## src/igm_pkg.sv

```systemverilog
// Package with register map, field layout and reset values of the input gain and power monitor block.
package igm_pkg;
  localparam logic [3:0]  ADDR_GAIN_CTRL     = 4'h0;
  localparam logic [3:0]  ADDR_DWELL         = 4'h1;
  localparam logic [3:0]  ADDR_PERIOD        = 4'h2;
  localparam logic [3:0]  ADDR_RESULT        = 4'h3;
  localparam logic [3:0]  ADDR_UPPER         = 4'h4;
  localparam logic [3:0]  ADDR_LOWER         = 4'h5;
  localparam logic [3:0]  ADDR_MON_CTRL      = 4'h6;
  localparam logic [3:0]  ADDR_INT_STATUS    = 4'h7;
  localparam logic [3:0]  ADDR_INT_ENABLE    = 4'h8;
  localparam int          GC_ENABLE_BIT      = 0;
  localparam int          GC_DELAY_LSB       = 1;
  localparam int          GC_DELAY_W         = 6;
  localparam int          MC_ENABLE_BIT      = 0;
  localparam int          MC_FUNC_LSB        = 1;
  localparam int          MC_COR_BIT         = 3;
  localparam int          MC_NOTIMER_BIT     = 4;
  localparam int          INT_MON_BIT        = 2;
  localparam logic [7:0]  GAIN_CTRL_RESET    = 8'h00;
  localparam logic [19:0] DWELL_RESET        = 20'h00000;
  localparam logic [23:0] PERIOD_RESET       = 24'h000000;
  localparam logic [9:0]  UPPER_RESET        = 10'h000;
  localparam logic [9:0]  LOWER_RESET        = 10'h000;
  localparam logic [4:0]  MON_CTRL_RESET     = 5'h00;
  localparam int          MEAN_SHIFT         = 4;
  typedef enum logic [1:0] {MODE_PEAK, MODE_MEAN, MODE_CROSS, MODE_BAD} igm_mode_e;
endpackage

```

## src/igm_mon_if.sv

```systemverilog
// Interface carrying monitor controls and results between the top and the power monitor.
`timescale 1ns/10ps
`default_nettype none
interface igm_mon_if;
  logic        enable;
  logic [1:0]  func;
  logic        no_timer;
  logic        clr_on_read;
  logic [23:0] period;
  logic [9:0]  upper;
  logic        result_read;
  logic [23:0] result;
  logic        period_end;
  modport top (output enable, func, no_timer, clr_on_read, period, upper, result_read,
               input result, period_end);
  modport mon (input enable, func, no_timer, clr_on_read, period, upper, result_read,
               output result, period_end);
endinterface
`default_nettype wire

```

## src/igm_power_monitor.sv

```systemverilog
// Power monitor: peak, mean power and threshold crossing measurement with holding register.
`timescale 1ns/10ps
`default_nettype none
module igm_power_monitor
(
  // Clock and reset
  input  wire logic clk_i,
  input  wire logic rst_n_i,
  input  wire logic ce_i,
  // Sample magnitude
  input  wire logic [12:0] mag_i,
  // Control and results
  igm_mon_if.mon    mon
);
  logic [23:0] timer_reg;
  logic [23:0] acc_reg;
  logic [23:0] result_reg;
  logic        end_reg;
  logic [23:0] acc_next;
  logic [23:0] power;
  wire         timer_done = (timer_reg + 24'h000001 >= mon.period);
  wire         take_timer = mon.enable && !mon.no_timer && timer_done;
  wire         take_read  = mon.enable && mon.no_timer && mon.result_read;
  wire         take       = take_timer || take_read;
  wire         restart    = take_timer || (take_read && mon.clr_on_read);
  wire         above      = {1'b0, mag_i[12:3]} > {1'b0, mon.upper};

  assign power = 24'((26'(mag_i) * 26'(mag_i)) >> 2) >> igm_pkg::MEAN_SHIFT;

  always_comb
  begin
    acc_next = acc_reg;
    case (igm_pkg::igm_mode_e'(mon.func))
      igm_pkg::MODE_PEAK:  if (above && {11'h000, mag_i} > acc_reg) acc_next = {11'h000, mag_i};
      igm_pkg::MODE_MEAN:  acc_next = acc_reg - (acc_reg >> igm_pkg::MEAN_SHIFT) + power;
      igm_pkg::MODE_CROSS: if (above && acc_reg != 24'hFFFFFF) acc_next = acc_reg + 24'h000001;
      default:             acc_next = acc_reg;
    endcase
  end

  always_ff @(posedge clk_i or negedge rst_n_i)
  begin
    if (!rst_n_i)
    begin
      timer_reg  <= 24'h000000;
      acc_reg    <= 24'h000000;
      result_reg <= 24'h000000;
      end_reg    <= 1'b0;
    end
    else if (ce_i)
    begin
      end_reg <= take_timer;
      if (!mon.enable)
      begin
        timer_reg <= 24'h000000;
        acc_reg   <= 24'h000000;
      end
      else
      begin
        timer_reg <= take_timer ? 24'h000000 : timer_reg + 24'h000001;
        acc_reg   <= restart ? 24'h000000 : acc_next;
        if (take)
          result_reg <= acc_next;
      end
    end
  end

  assign mon.result     = result_reg;
  assign mon.period_end = end_reg;
endmodule
`default_nettype wire

```

## src/igm_top.sv

```systemverilog
// Top of the input gain control and power monitor block with its register port.
// Summary of operation
// - Relinearization is applied one cycle more than a programmable 6-bit count of cycles after exponent drive.
// - Gain enable set drives exponent lines out; clear makes them inputs.
// - Sample magnitude above upper threshold changes gain while gain control active.
// - Sample magnitude below lower threshold starts the dwell counter.
// - The 20-bit dwell counter starts only after a drop below lower threshold.
// - Peak and crossing monitor modes use the shared upper threshold.
// - Monitor period counts ADC port clock cycles per interval.
// - Enabled monitor loads its result register at every period end.
// - With timer disabled, each software read updates the holding register.
// - Clear-on-read clears monitoring after a read, only when timer disabled.
// - Function 00 peak, 01 mean, 10 crossing; 11 is invalid.
// - Monitor enable runs the monitor; control bits reset to zero.
// - Period expiry sets monitor interrupt status only when its enable is set.
`timescale 1ns/10ps
`default_nettype none
module igm_top
#(
  parameter int SAMPLE_W = 14
)
(
  // Clock, reset, enable
  input  wire logic                clk_i,
  input  wire logic                rst_n_i,
  input  wire logic                ce_i,
  // Register port
  input  wire logic [3:0]          addr_i,
  input  wire logic [31:0]         wdata_i,
  input  wire logic                wr_i,
  input  wire logic                rd_i,
  output logic      [31:0]         rdata_o,
  // ADC samples and gain exponent lines
  input  wire logic [SAMPLE_W-1:0] sample_i,
  input  wire logic [2:0]          gain_exponent_lines_i,
  output logic      [2:0]          gain_exponent_lines_o,
  output logic      [2:0]          gain_exponent_lines_oe_o,
  // Relinearization exponent applied internally
  output logic      [2:0]          relin_exp_o,
  output logic                     mon_int_status_o
);
  igm_mon_if mon ();

  ////////////////////////////////////////////////////////////////////////////////
  logic [7:0]  gain_ctrl_reg;
  logic [19:0] dwell_reg;
  logic [23:0] period_reg;
  logic [9:0]  upper_reg;
  logic [9:0]  lower_reg;
  logic [4:0]  mon_ctrl_reg;
  logic        int_en_reg;
  logic        int_stat_reg;
  logic [31:0] rdata_reg;
  logic [2:0]  exp_reg;
  logic [2:0]  oe_reg;
  logic [19:0] dwell_cnt_reg;
  logic        dwell_run_reg;
  logic [2:0]  relin_reg;
  logic [2:0]  pipe_reg [0:63];
  logic [31:0] rd_mux;

  function automatic logic [12:0] abs_mag(input logic [SAMPLE_W-1:0] s);
    logic [SAMPLE_W-1:0] a;
    a = s[SAMPLE_W-1] ? (~s + 1'b1) : s;
    return 13'(a);
  endfunction

  wire [12:0] mag       = abs_mag(sample_i);
  wire [9:0]  mag_hi    = mag[12:3];
  wire        gc_on     = gain_ctrl_reg[igm_pkg::GC_ENABLE_BIT];
  wire [5:0]  pipe_dly  = gain_ctrl_reg[igm_pkg::GC_DELAY_LSB +: igm_pkg::GC_DELAY_W];
  wire        over_hi   = mag_hi > upper_reg;
  wire        under_lo  = mag_hi < lower_reg;
  wire        dwell_done = dwell_run_reg && (dwell_cnt_reg + 20'h00001 >= dwell_reg);
  wire        w_en      = wr_i && ce_i;
  wire        res_read  = rd_i && (addr_i == igm_pkg::ADDR_RESULT);
  wire        stat_clr  = w_en && (addr_i == igm_pkg::ADDR_INT_STATUS) && wdata_i[igm_pkg::INT_MON_BIT];
  wire [2:0]  exp_src   = gc_on ? exp_reg : gain_exponent_lines_i;
  wire [2:0]  relin_src = (pipe_dly == 6'h00) ? exp_src : pipe_reg[pipe_dly - 6'h01];

  assign mon.enable      = mon_ctrl_reg[igm_pkg::MC_ENABLE_BIT];
  assign mon.func        = mon_ctrl_reg[igm_pkg::MC_FUNC_LSB +: 2];
  assign mon.no_timer    = mon_ctrl_reg[igm_pkg::MC_NOTIMER_BIT];
  assign mon.clr_on_read = mon_ctrl_reg[igm_pkg::MC_COR_BIT] && mon_ctrl_reg[igm_pkg::MC_NOTIMER_BIT];
  assign mon.period      = period_reg;
  assign mon.upper       = upper_reg;
  assign mon.result_read = res_read;

  assign rd_mux = (addr_i == igm_pkg::ADDR_GAIN_CTRL)  ? {24'h000000, 1'b0, gain_ctrl_reg[6:0]} :
                  (addr_i == igm_pkg::ADDR_DWELL)      ? {12'h000, dwell_reg} :
                  (addr_i == igm_pkg::ADDR_PERIOD)     ? {8'h00, period_reg} :
                  (addr_i == igm_pkg::ADDR_RESULT)     ? {8'h00, mon.result} :
                  (addr_i == igm_pkg::ADDR_UPPER)      ? {22'h000000, upper_reg} :
                  (addr_i == igm_pkg::ADDR_LOWER)      ? {22'h000000, lower_reg} :
                  (addr_i == igm_pkg::ADDR_MON_CTRL)   ? {27'h0000000, mon_ctrl_reg} :
                  (addr_i == igm_pkg::ADDR_INT_STATUS) ? {29'h00000000, int_stat_reg, 2'b00} :
                  (addr_i == igm_pkg::ADDR_INT_ENABLE) ? {29'h00000000, int_en_reg, 2'b00} :
                  32'h00000000;

  igm_power_monitor u_mon
  (
    .clk_i   (clk_i),
    .rst_n_i (rst_n_i),
    .ce_i    (ce_i),
    .mag_i   (mag),
    .mon     (mon)
  );

  ////////////////////////////////////////////////////////////////////////////////
  // Register writes and read data.
  always_ff @(posedge clk_i or negedge rst_n_i)
  begin
    if (!rst_n_i)
    begin
      gain_ctrl_reg <= igm_pkg::GAIN_CTRL_RESET;
      dwell_reg     <= igm_pkg::DWELL_RESET;
      period_reg    <= igm_pkg::PERIOD_RESET;
      upper_reg     <= igm_pkg::UPPER_RESET;
      lower_reg     <= igm_pkg::LOWER_RESET;
      mon_ctrl_reg  <= igm_pkg::MON_CTRL_RESET;
      int_en_reg    <= 1'b0;
      int_stat_reg  <= 1'b0;
      rdata_reg     <= 32'h00000000;
    end
    else if (ce_i)
    begin
      rdata_reg <= rd_i ? rd_mux : 32'h00000000;
      if (w_en)
        case (addr_i)
          igm_pkg::ADDR_GAIN_CTRL:  gain_ctrl_reg <= {1'b0, wdata_i[6:0]};
          igm_pkg::ADDR_DWELL:      dwell_reg     <= wdata_i[19:0];
          igm_pkg::ADDR_PERIOD:     period_reg    <= wdata_i[23:0];
          igm_pkg::ADDR_UPPER:      upper_reg     <= wdata_i[9:0];
          igm_pkg::ADDR_LOWER:      lower_reg     <= wdata_i[9:0];
          igm_pkg::ADDR_MON_CTRL:   mon_ctrl_reg  <= wdata_i[4:0];
          igm_pkg::ADDR_INT_ENABLE: int_en_reg    <= wdata_i[igm_pkg::INT_MON_BIT];
          default:                  ;
        endcase
      // A period end with the interrupt enable set, in the same cycle as a clear, keeps the flag set.
      if (mon.period_end && int_en_reg)
        int_stat_reg <= 1'b1;
      else if (stat_clr)
        int_stat_reg <= 1'b0;
    end
  end

  ////////////////////////////////////////////////////////////////////////////////
  // Gain control: fast attack above the upper limit, slow release after dwell.
  always_ff @(posedge clk_i or negedge rst_n_i)
  begin
    if (!rst_n_i)
    begin
      exp_reg       <= 3'h0;
      oe_reg        <= 3'h0;
      dwell_cnt_reg <= 20'h00000;
      dwell_run_reg <= 1'b0;
    end
    else if (ce_i)
    begin
      oe_reg <= {3{gc_on}};
      if (!gc_on)
      begin
        dwell_run_reg <= 1'b0;
        dwell_cnt_reg <= 20'h00000;
      end
      else if (over_hi)
      begin
        if (exp_reg != 3'h7)
          exp_reg <= exp_reg + 3'h1;
        dwell_run_reg <= 1'b0;
        dwell_cnt_reg <= 20'h00000;
      end
      else if (!dwell_run_reg)
      begin
        dwell_run_reg <= under_lo;
        dwell_cnt_reg <= 20'h00000;
      end
      else if (!under_lo)
      begin
        dwell_run_reg <= 1'b0;
        dwell_cnt_reg <= 20'h00000;
      end
      else if (dwell_done)
      begin
        if (exp_reg != 3'h0)
          exp_reg <= exp_reg - 3'h1;
        dwell_run_reg <= 1'b0;
        dwell_cnt_reg <= 20'h00000;
      end
      else
        dwell_cnt_reg <= dwell_cnt_reg + 20'h00001;
    end
  end

  ////////////////////////////////////////////////////////////////////////////////
  // Relinearization delay line; long enough for the largest pipe delay.
  always_ff @(posedge clk_i)
  begin
    if (ce_i)
    begin
      pipe_reg[0] <= exp_src;
      for (int i = 1; i < 64; i++)
        pipe_reg[i] <= pipe_reg[i-1];
    end
  end

  always_ff @(posedge clk_i or negedge rst_n_i)
  begin
    if (!rst_n_i)
      relin_reg <= 3'h0;
    else if (ce_i)
      relin_reg <= relin_src;
  end

  assign rdata_o                  = rdata_reg;
  assign gain_exponent_lines_o    = exp_reg;
  assign gain_exponent_lines_oe_o = oe_reg;
  assign relin_exp_o              = relin_reg;
  assign mon_int_status_o         = int_stat_reg;
endmodule
`default_nettype wire

```

## config.mk

```make
export PLATFORM = sky130hd
export DESIGN_NAME = igm_top
export DESIGN_NICKNAME = d
export VERILOG_FILES = /design/src/igm_pkg.sv /design/src/igm_mon_if.sv /design/src/igm_power_monitor.sv /design/src/igm_top.sv
export SDC_FILE = /design/constraint.sdc
export NUM_CORES = 1
export LEC_CHECK = 0
export BUFFER_PORTS_ARGS = -buffer_cell sky130_fd_sc_hd__buf_2
export CORE_MARGIN = 2
export CORE_UTILIZATION = 30
export CTS_BUF_LIST = sky130_fd_sc_hd__clkbuf_8 sky130_fd_sc_hd__clkbuf_16
export DETAILED_ROUTE_END_ITERATION = 16
export PLACE_DENSITY_LB_ADDON = 0.25
export SYNTH_ARGS = -nofsm -noshare
export SYNTH_HDL_FRONTEND = slang
export SYNTH_SLANG_ARGS = --single-unit
```

## constraint.sdc

```tcl
create_clock -name clk_i -period 5.2 [get_ports clk_i]
set_clock_uncertainty 0.2 [all_clocks]
set_input_delay 1.04 -clock clk_i [delete_from_list [all_inputs] [get_ports clk_i]]
set_output_delay 1.04 -clock clk_i [all_outputs]
set_load 0.02 [all_outputs]
```

Yosys cells after proc, flatten, opt, wreduce, memory -nomap -nowiden
Memories as Yosys holds them, arrays and structs flattened.
Index checks and enable logic that the tools add are counted.
- equality and inequality tests: 13
- reductions and logical operators: 36
- magnitude comparators: 6
- add/subtract/negate cells: 9
- muxes and demuxes: 40
- bitwise operators: 1
- multiply operators: 1
- operators by type and width (cell ; count):
    two-way mux 24 bit ; 11
    two-way mux 20 bit ; 5
    case mux 24 bit (3 select lines) ; 1
    adder 24 x 1 -> 24 bit, second input constant ; 2
    two-way mux 3 bit ; 10
    multiplier 13 x 13 -> 26 bit ; 1
    adder 24 x 20 -> 24 bit ; 1
    >= comparator 24 bit ; 1
    greater-than comparator 13 x 24 -> 1 bit ; 1
    != test 24 bit, second input constant ; 1
    AND reduction 3 bit ; 8
    subtractor 24 x 20 -> 24 bit ; 1
    adder 20 x 1 -> 20 bit, second input constant ; 1
    >= comparator 20 bit ; 1
    greater-than comparator 10 bit ; 2
    two-way mux 10 bit ; 2
    == test 4 x 3 -> 1 bit, second input constant ; 4
    logical AND 1 bit ; 14
    adder 13 x 1 -> 13 bit, second input constant ; 1
    two-way mux 13 bit ; 1
    inverter 13 bit ; 1
    < comparator 10 bit ; 1
    nonzero test 2 bit ; 5
    two-way mux 1 bit ; 9
    other kinds (19) ; 21
- input bits: 58
- register bits: 211
- output and inout bits: 42
- logic and storage cells: 125
- memories: 1
- bits in writable memories: 192
- memories (name ; depth ; bits a word ; rd ports ; clocked after memory_dff ; wr ports ; line ; text):
    pipe_reg ; 64 ; 3 ; 64 ; 0 ; 64 ; igm_top.sv:59 ; logic [2:0] pipe_reg [0:63];

Depth between registers and ports, before layout
- word-level depth: 11
- gate-level depth with buffers: 41
- depth with buffers taken out: 38

Modules after synthesis
From an unflattened synthesis, not the netlist that was laid out.
- cells, all modules: 2516
- area, all modules: 26887.0 um2
- by module, submodules not included (module ; cells an instance ; instances ; seq. area each (um2) ; area an instance (um2)):
    igm_top ; 1101 ; 1 ; 9018.6 ; 14905.5
    igm_power_monitor ; 1415 ; 1 ; 1826.8 ; 11981.5

Least setup slack after synthesis
OpenSTA, ideal clock, no wires.
- path type: input port to flip-flop
- start: in sample_i[0]
- end: reg u_mon.acc_reg[23]
- setup slack: -4.919 ns
- library setup time: 0.133 ns
- data required time: 4.867 ns
- buffers on the path: 1
- arrival: 9.786 ns
- cell stages on the path: 37
- path through: buf_2 inv_1 ha_1 nand2_1 or3_1 nand2_1 xor2_2 clkinv_1 nand2_1 fa_1 fa_1 inv_1 fa_1 fa_1 inv_1 fa_1 inv_1 ha_1 a21o_1 a21o_1 a211o_1 o41a_1 a221oi_2 nand2b_1 a21oi_1 xnor2_1 fa_1 ha_1 and3_1 and3_1 a22oi_1 o21ai_0 a311o_1 xor2_1 nor2_1 a41oi_1 o21ai_1
- cells in the longest elaborated chain, start to end: 9
- elaborated cells on any way between the ends: 14
- those cells by class: 2 x add/sub; 1 x mul; 2 x order compare; 6 x mux; 1 x bitwise; 2 x reduce/logical
- RTL lines (what ; line ; text):
    from (decl) ; igm_top.sv:34 ; input wire logic [SAMPLE_W-1:0] sample_i,
    inverter 13 bit ; igm_top.sv:64 ; a = s[SAMPLE_W-1] ? (~s + 1'b1) : s;
    adder 13 x 1 -> 13 bit ; igm_top.sv:64 ;
    two-way mux 13 bit (*) ; igm_top.sv:64 ;
    branches (longest 3 deep; another with multiplier 13 x 13 -> 26 bit) ; -- ;
    case mux 24 bit (3 select lines) (*) ; igm_power_monitor.sv:33 ; case (igm_pkg::igm_mode_e'(mon.func))
    two-way mux 24 bit (*) ; igm_power_monitor.sv:61 ; acc_reg <= restart ? 24'h000000 : acc_next;
    two-way mux 24 bit (*) ; igm_power_monitor.sv:53 ; if (!mon.enable)
    to (signal assigned) ; igm_power_monitor.sv:61 ;
    to (decl) ; igm_power_monitor.sv:16 ; logic [23:0] acc_reg;
Mark *: on every way between the ends.
A chain may end at the register's enable or synchronous reset.

Worst setup path after layout
- start: in sample_i[3]
- end: reg u_mon.acc_reg[21]
Same word-level chain as after synthesis.

==> impl_metrics.py <==
metrics = {
    "cts": {
        "clkLatencyLatePin_ns": 0.57,
        "hold_buffers": 0,
        "cts.clk_slew.worst_paths_ns": 0.06,
        "cts_tree": "done",
        "clock_sinks": 395,
        "cts_buffer_depth": 3,
        "cts_inserted_buffers": 40,
        "cts_max_level": 2,
        "root_buffer": "clkbuf_16",
    },
    "cells_and_area": {
        "final_cell_mix": "inv_1, buf_4, dfrtp_1",
        "layoutNonFillerInstCount": 3871,
        "largest_reg_flops": 192,
        "final_common_cell": "inv_1",
        "area_growth_pct": 25.56,
        "final_core_util_pct": 38.01,
        "final_area_mm2": 0.03236,
        "fin_nets": 3045,
        "drive_above_1_share_pct": 27.88,
    },
    "timing": {
        "slew_headroom_pct": 20.44,
        "finalHoldViolations": 0,
        "rsz0062_at_grt": "true",
        "fin_ws_ns": -3.764,
        "fmax_mhz": 111.6,
        "min_period_ns": 8.964,
        "worstMarginPinSlew_ns": 1.188,
        "setup_viol": 48,
        "min_period_over_period_pct": 172.4,
        "slew_violations": 0,
    },
    "yosys": {
        "synth_cell_type_count": 91,
        "synth_top_area_share_pct": 22.37,
        "syn_inst": 2372,
        "synth_top_area_cell": "edfxtp_1",
        "synth_flop_cell": "dfrtp_1",
        "async_flop_share_pct": 51.39,
        "yosysSeqAreaShare_pct": 42.08,
        "synth-edff-count": 192,
        "ys_seq_elements": 395,
        "synth_area_leaders": "edfxtp_1, dfrtp_1, fa_1, ha_1, mux4_2",
        "ys.warnings.count": 0,
        "synth.cell_area_mm2": 0.02577,
        "syn_avg_cell_area_um2": 10.87,
    },
    "setup_path": {
        "max_stage_delay_ns": 0.56,
        "critPathSlowestCell": "fa_1",
        "arrival_ns": 9.22,
        "required_ns": 5.46,
        "path_class": "input pin to flop",
        "worstSetupStartpointType": "input pin",
        "crit_top_cell": "fa_1",
        "path_max_fanout": 3,
        "endpoint_kind": "flop",
    },
    "global_route": {
        "antenna_found_initial": 2,
        "grt_pass1_vias": 20323,
        "grt_pass1_wl_um": 115100,
        "grt_max_degree": 112,
        "grtUsageTotal_pct": 16.18,
        "overflow": 0,
    },
    "route": {
        "drt_iter0_markers": 1394,
        "drt_wl_total_um": 72480,
        "wl_per_cell_um": 18.72,
        "ant_nets": 0,
        "route.detailed.drc": 0,
        "via_per_inst": 5.073,
        "first_pass_iters": 6,
        "via_count": 19639,
    },
    "die": {
        "core_mm2": 0.08515,
        "rows": 107,
        "io_pins": 100,
        "initial_core_util_pct": 30.27,
        "dieHeight_um": 297.1,
        "dieArea_mm2": 0.08828,
        "chipWidth_um": 297.1,
    },
    "status": {
        "violations": "negative setup slack",
        "status": "complete, but fails checks",
    },
    "place": {
        "gp_congestion": 0.8675,
        "port-buffer-count": 83,
        "dpl.cell_count": 3747,
        "hpwl_um": 53310,
        "placed_cell_area_mm2": 0.02953,
    },
    "worst_hold_path": {
        "min_path_type": "flop to flop",
    },
    "flow_run": {
        "cap_violations": 0,
    },
}
-- cell type report --
class / count / area, um^2
diodes: 1 / 2.502
clock buffers: 41 / 1015
clock inverters: 31 / 274.0
fillers: 8362 / 52780
inverters: 314 / 1200
multi-input cells: 1564 / 14710
flip-flops and latches: 395 / 10850
well taps: 1144 / 1431
repair buffers: 381 / 2879
-- cell families (layout without fill, tap and decap cells) --
group	after synthesis	in the layout	share of synthesized area, %
multiplexers	96	96	6.752
AND/OR/NAND/NOR	526	526	9.631
XOR/XNOR	109	109	3.762
AO/OA/AOI/OAI	533	533	13.86
buffers and inverters	421	767	6.369
other	1	10	0.01455
flip-flops	395	395	42.08
adder cells (fa/ha/maj)	291	291	17.53
-- metal layers --
metal | up-vias | track usage [%] | share of wire [%]
met5 | - | 0 | 0
met4 | 0 | 3.331 | 2.1
met3 | 96 | 2.001 | 4.3
met2 | 458 | 27.18 | 48
met1 | 9996 | 22.41 | 45
li1 | 9089 | - | -
-- cells in the mapped netlist, types with 13 or more instances --
| cell | count |
|---|---|
| a21o_1 | 32 |
| a21oi_1 | 70 |
| a222oi_1 | 18 |
| a22o_1 | 18 |
| a22oi_1 | 24 |
| a31oi_1 | 19 |
| and3_1 | 33 |
| clkbuf_1 | 76 |
| dfrtp_1 | 203 |
| edfxtp_1 | 192 |
| fa_1 | 117 |
| ha_1 | 174 |
| inv_1 | 303 |
| mux2_2 | 22 |
| mux2i_1 | 13 |
| mux4_2 | 60 |
| nand2_1 | 215 |
| nand3_1 | 47 |
| nand4_1 | 26 |
| nor2_1 | 106 |
| nor3_1 | 28 |
| nor4_1 | 16 |
| o211ai_1 | 16 |
| o21a_1 | 16 |
| o21ai_0 | 172 |
| o22ai_1 | 21 |
| o2bb2ai_1 | 19 |
| xnor2_1 | 73 |
| xor2_1 | 34 |
-- stage by stage --
stage	setup TNS (ns)	worst slack, ns	hold slack (ns)
6_report	-142.33	-3.764	0.2409
5_1_grt	-157.00	-4.138	0.2535
4_1_cts	-136.42	-3.699	0.2440
3_5_place_dp	-179.29	-4.561	0.2295
3_3_place_gp	-175.84	-4.442	0.2266
2_1_floorplan	-147.16	-4.120	0.2207
-- worst max-delay path, delay by kind of cell --
family | cells | cell delay [ns]
simple gates | 5 | 0.61
buf+inv | 8 | 0.69
xor+xnor | 3 | 0.48
compound gates | 13 | 2.73
fa+ha+maj | 8 | 3.65
-- final timing paths --
check | startpoint | to | slack [ns] | depth (start not counted)
max in group asynchronous | rst_n_i | rdata_o[19] | 3.35 | 2
hold / removal | pipe_reg[59][1] | pipe_reg[60][1] | 0.24 | 0
setup / recovery | sample_i[3] | u_mon.acc_reg[21] | -3.76 | 37
min in group asynchronous | rst_n_i | rdata_o[13] | 0.32 | 1
setup reg to reg | u_mon.timer_reg[0] | u_mon.acc_reg[23] | 0.60 | 16
hold reg to reg | pipe_reg[59][1] | pipe_reg[60][1] | 0.24 | 0
-- timing repair --
item / 4_1_cts / 5_1_grt
pin swaps: 140 / 105
resized for setup: 169 / 89
buffers inserted: 30 / 32
endpoints found under the setup margin: 48 / 48
Power is not shown: default switching activity piles up to over one toggle a cycle in this logic, so the estimate is an artifact.
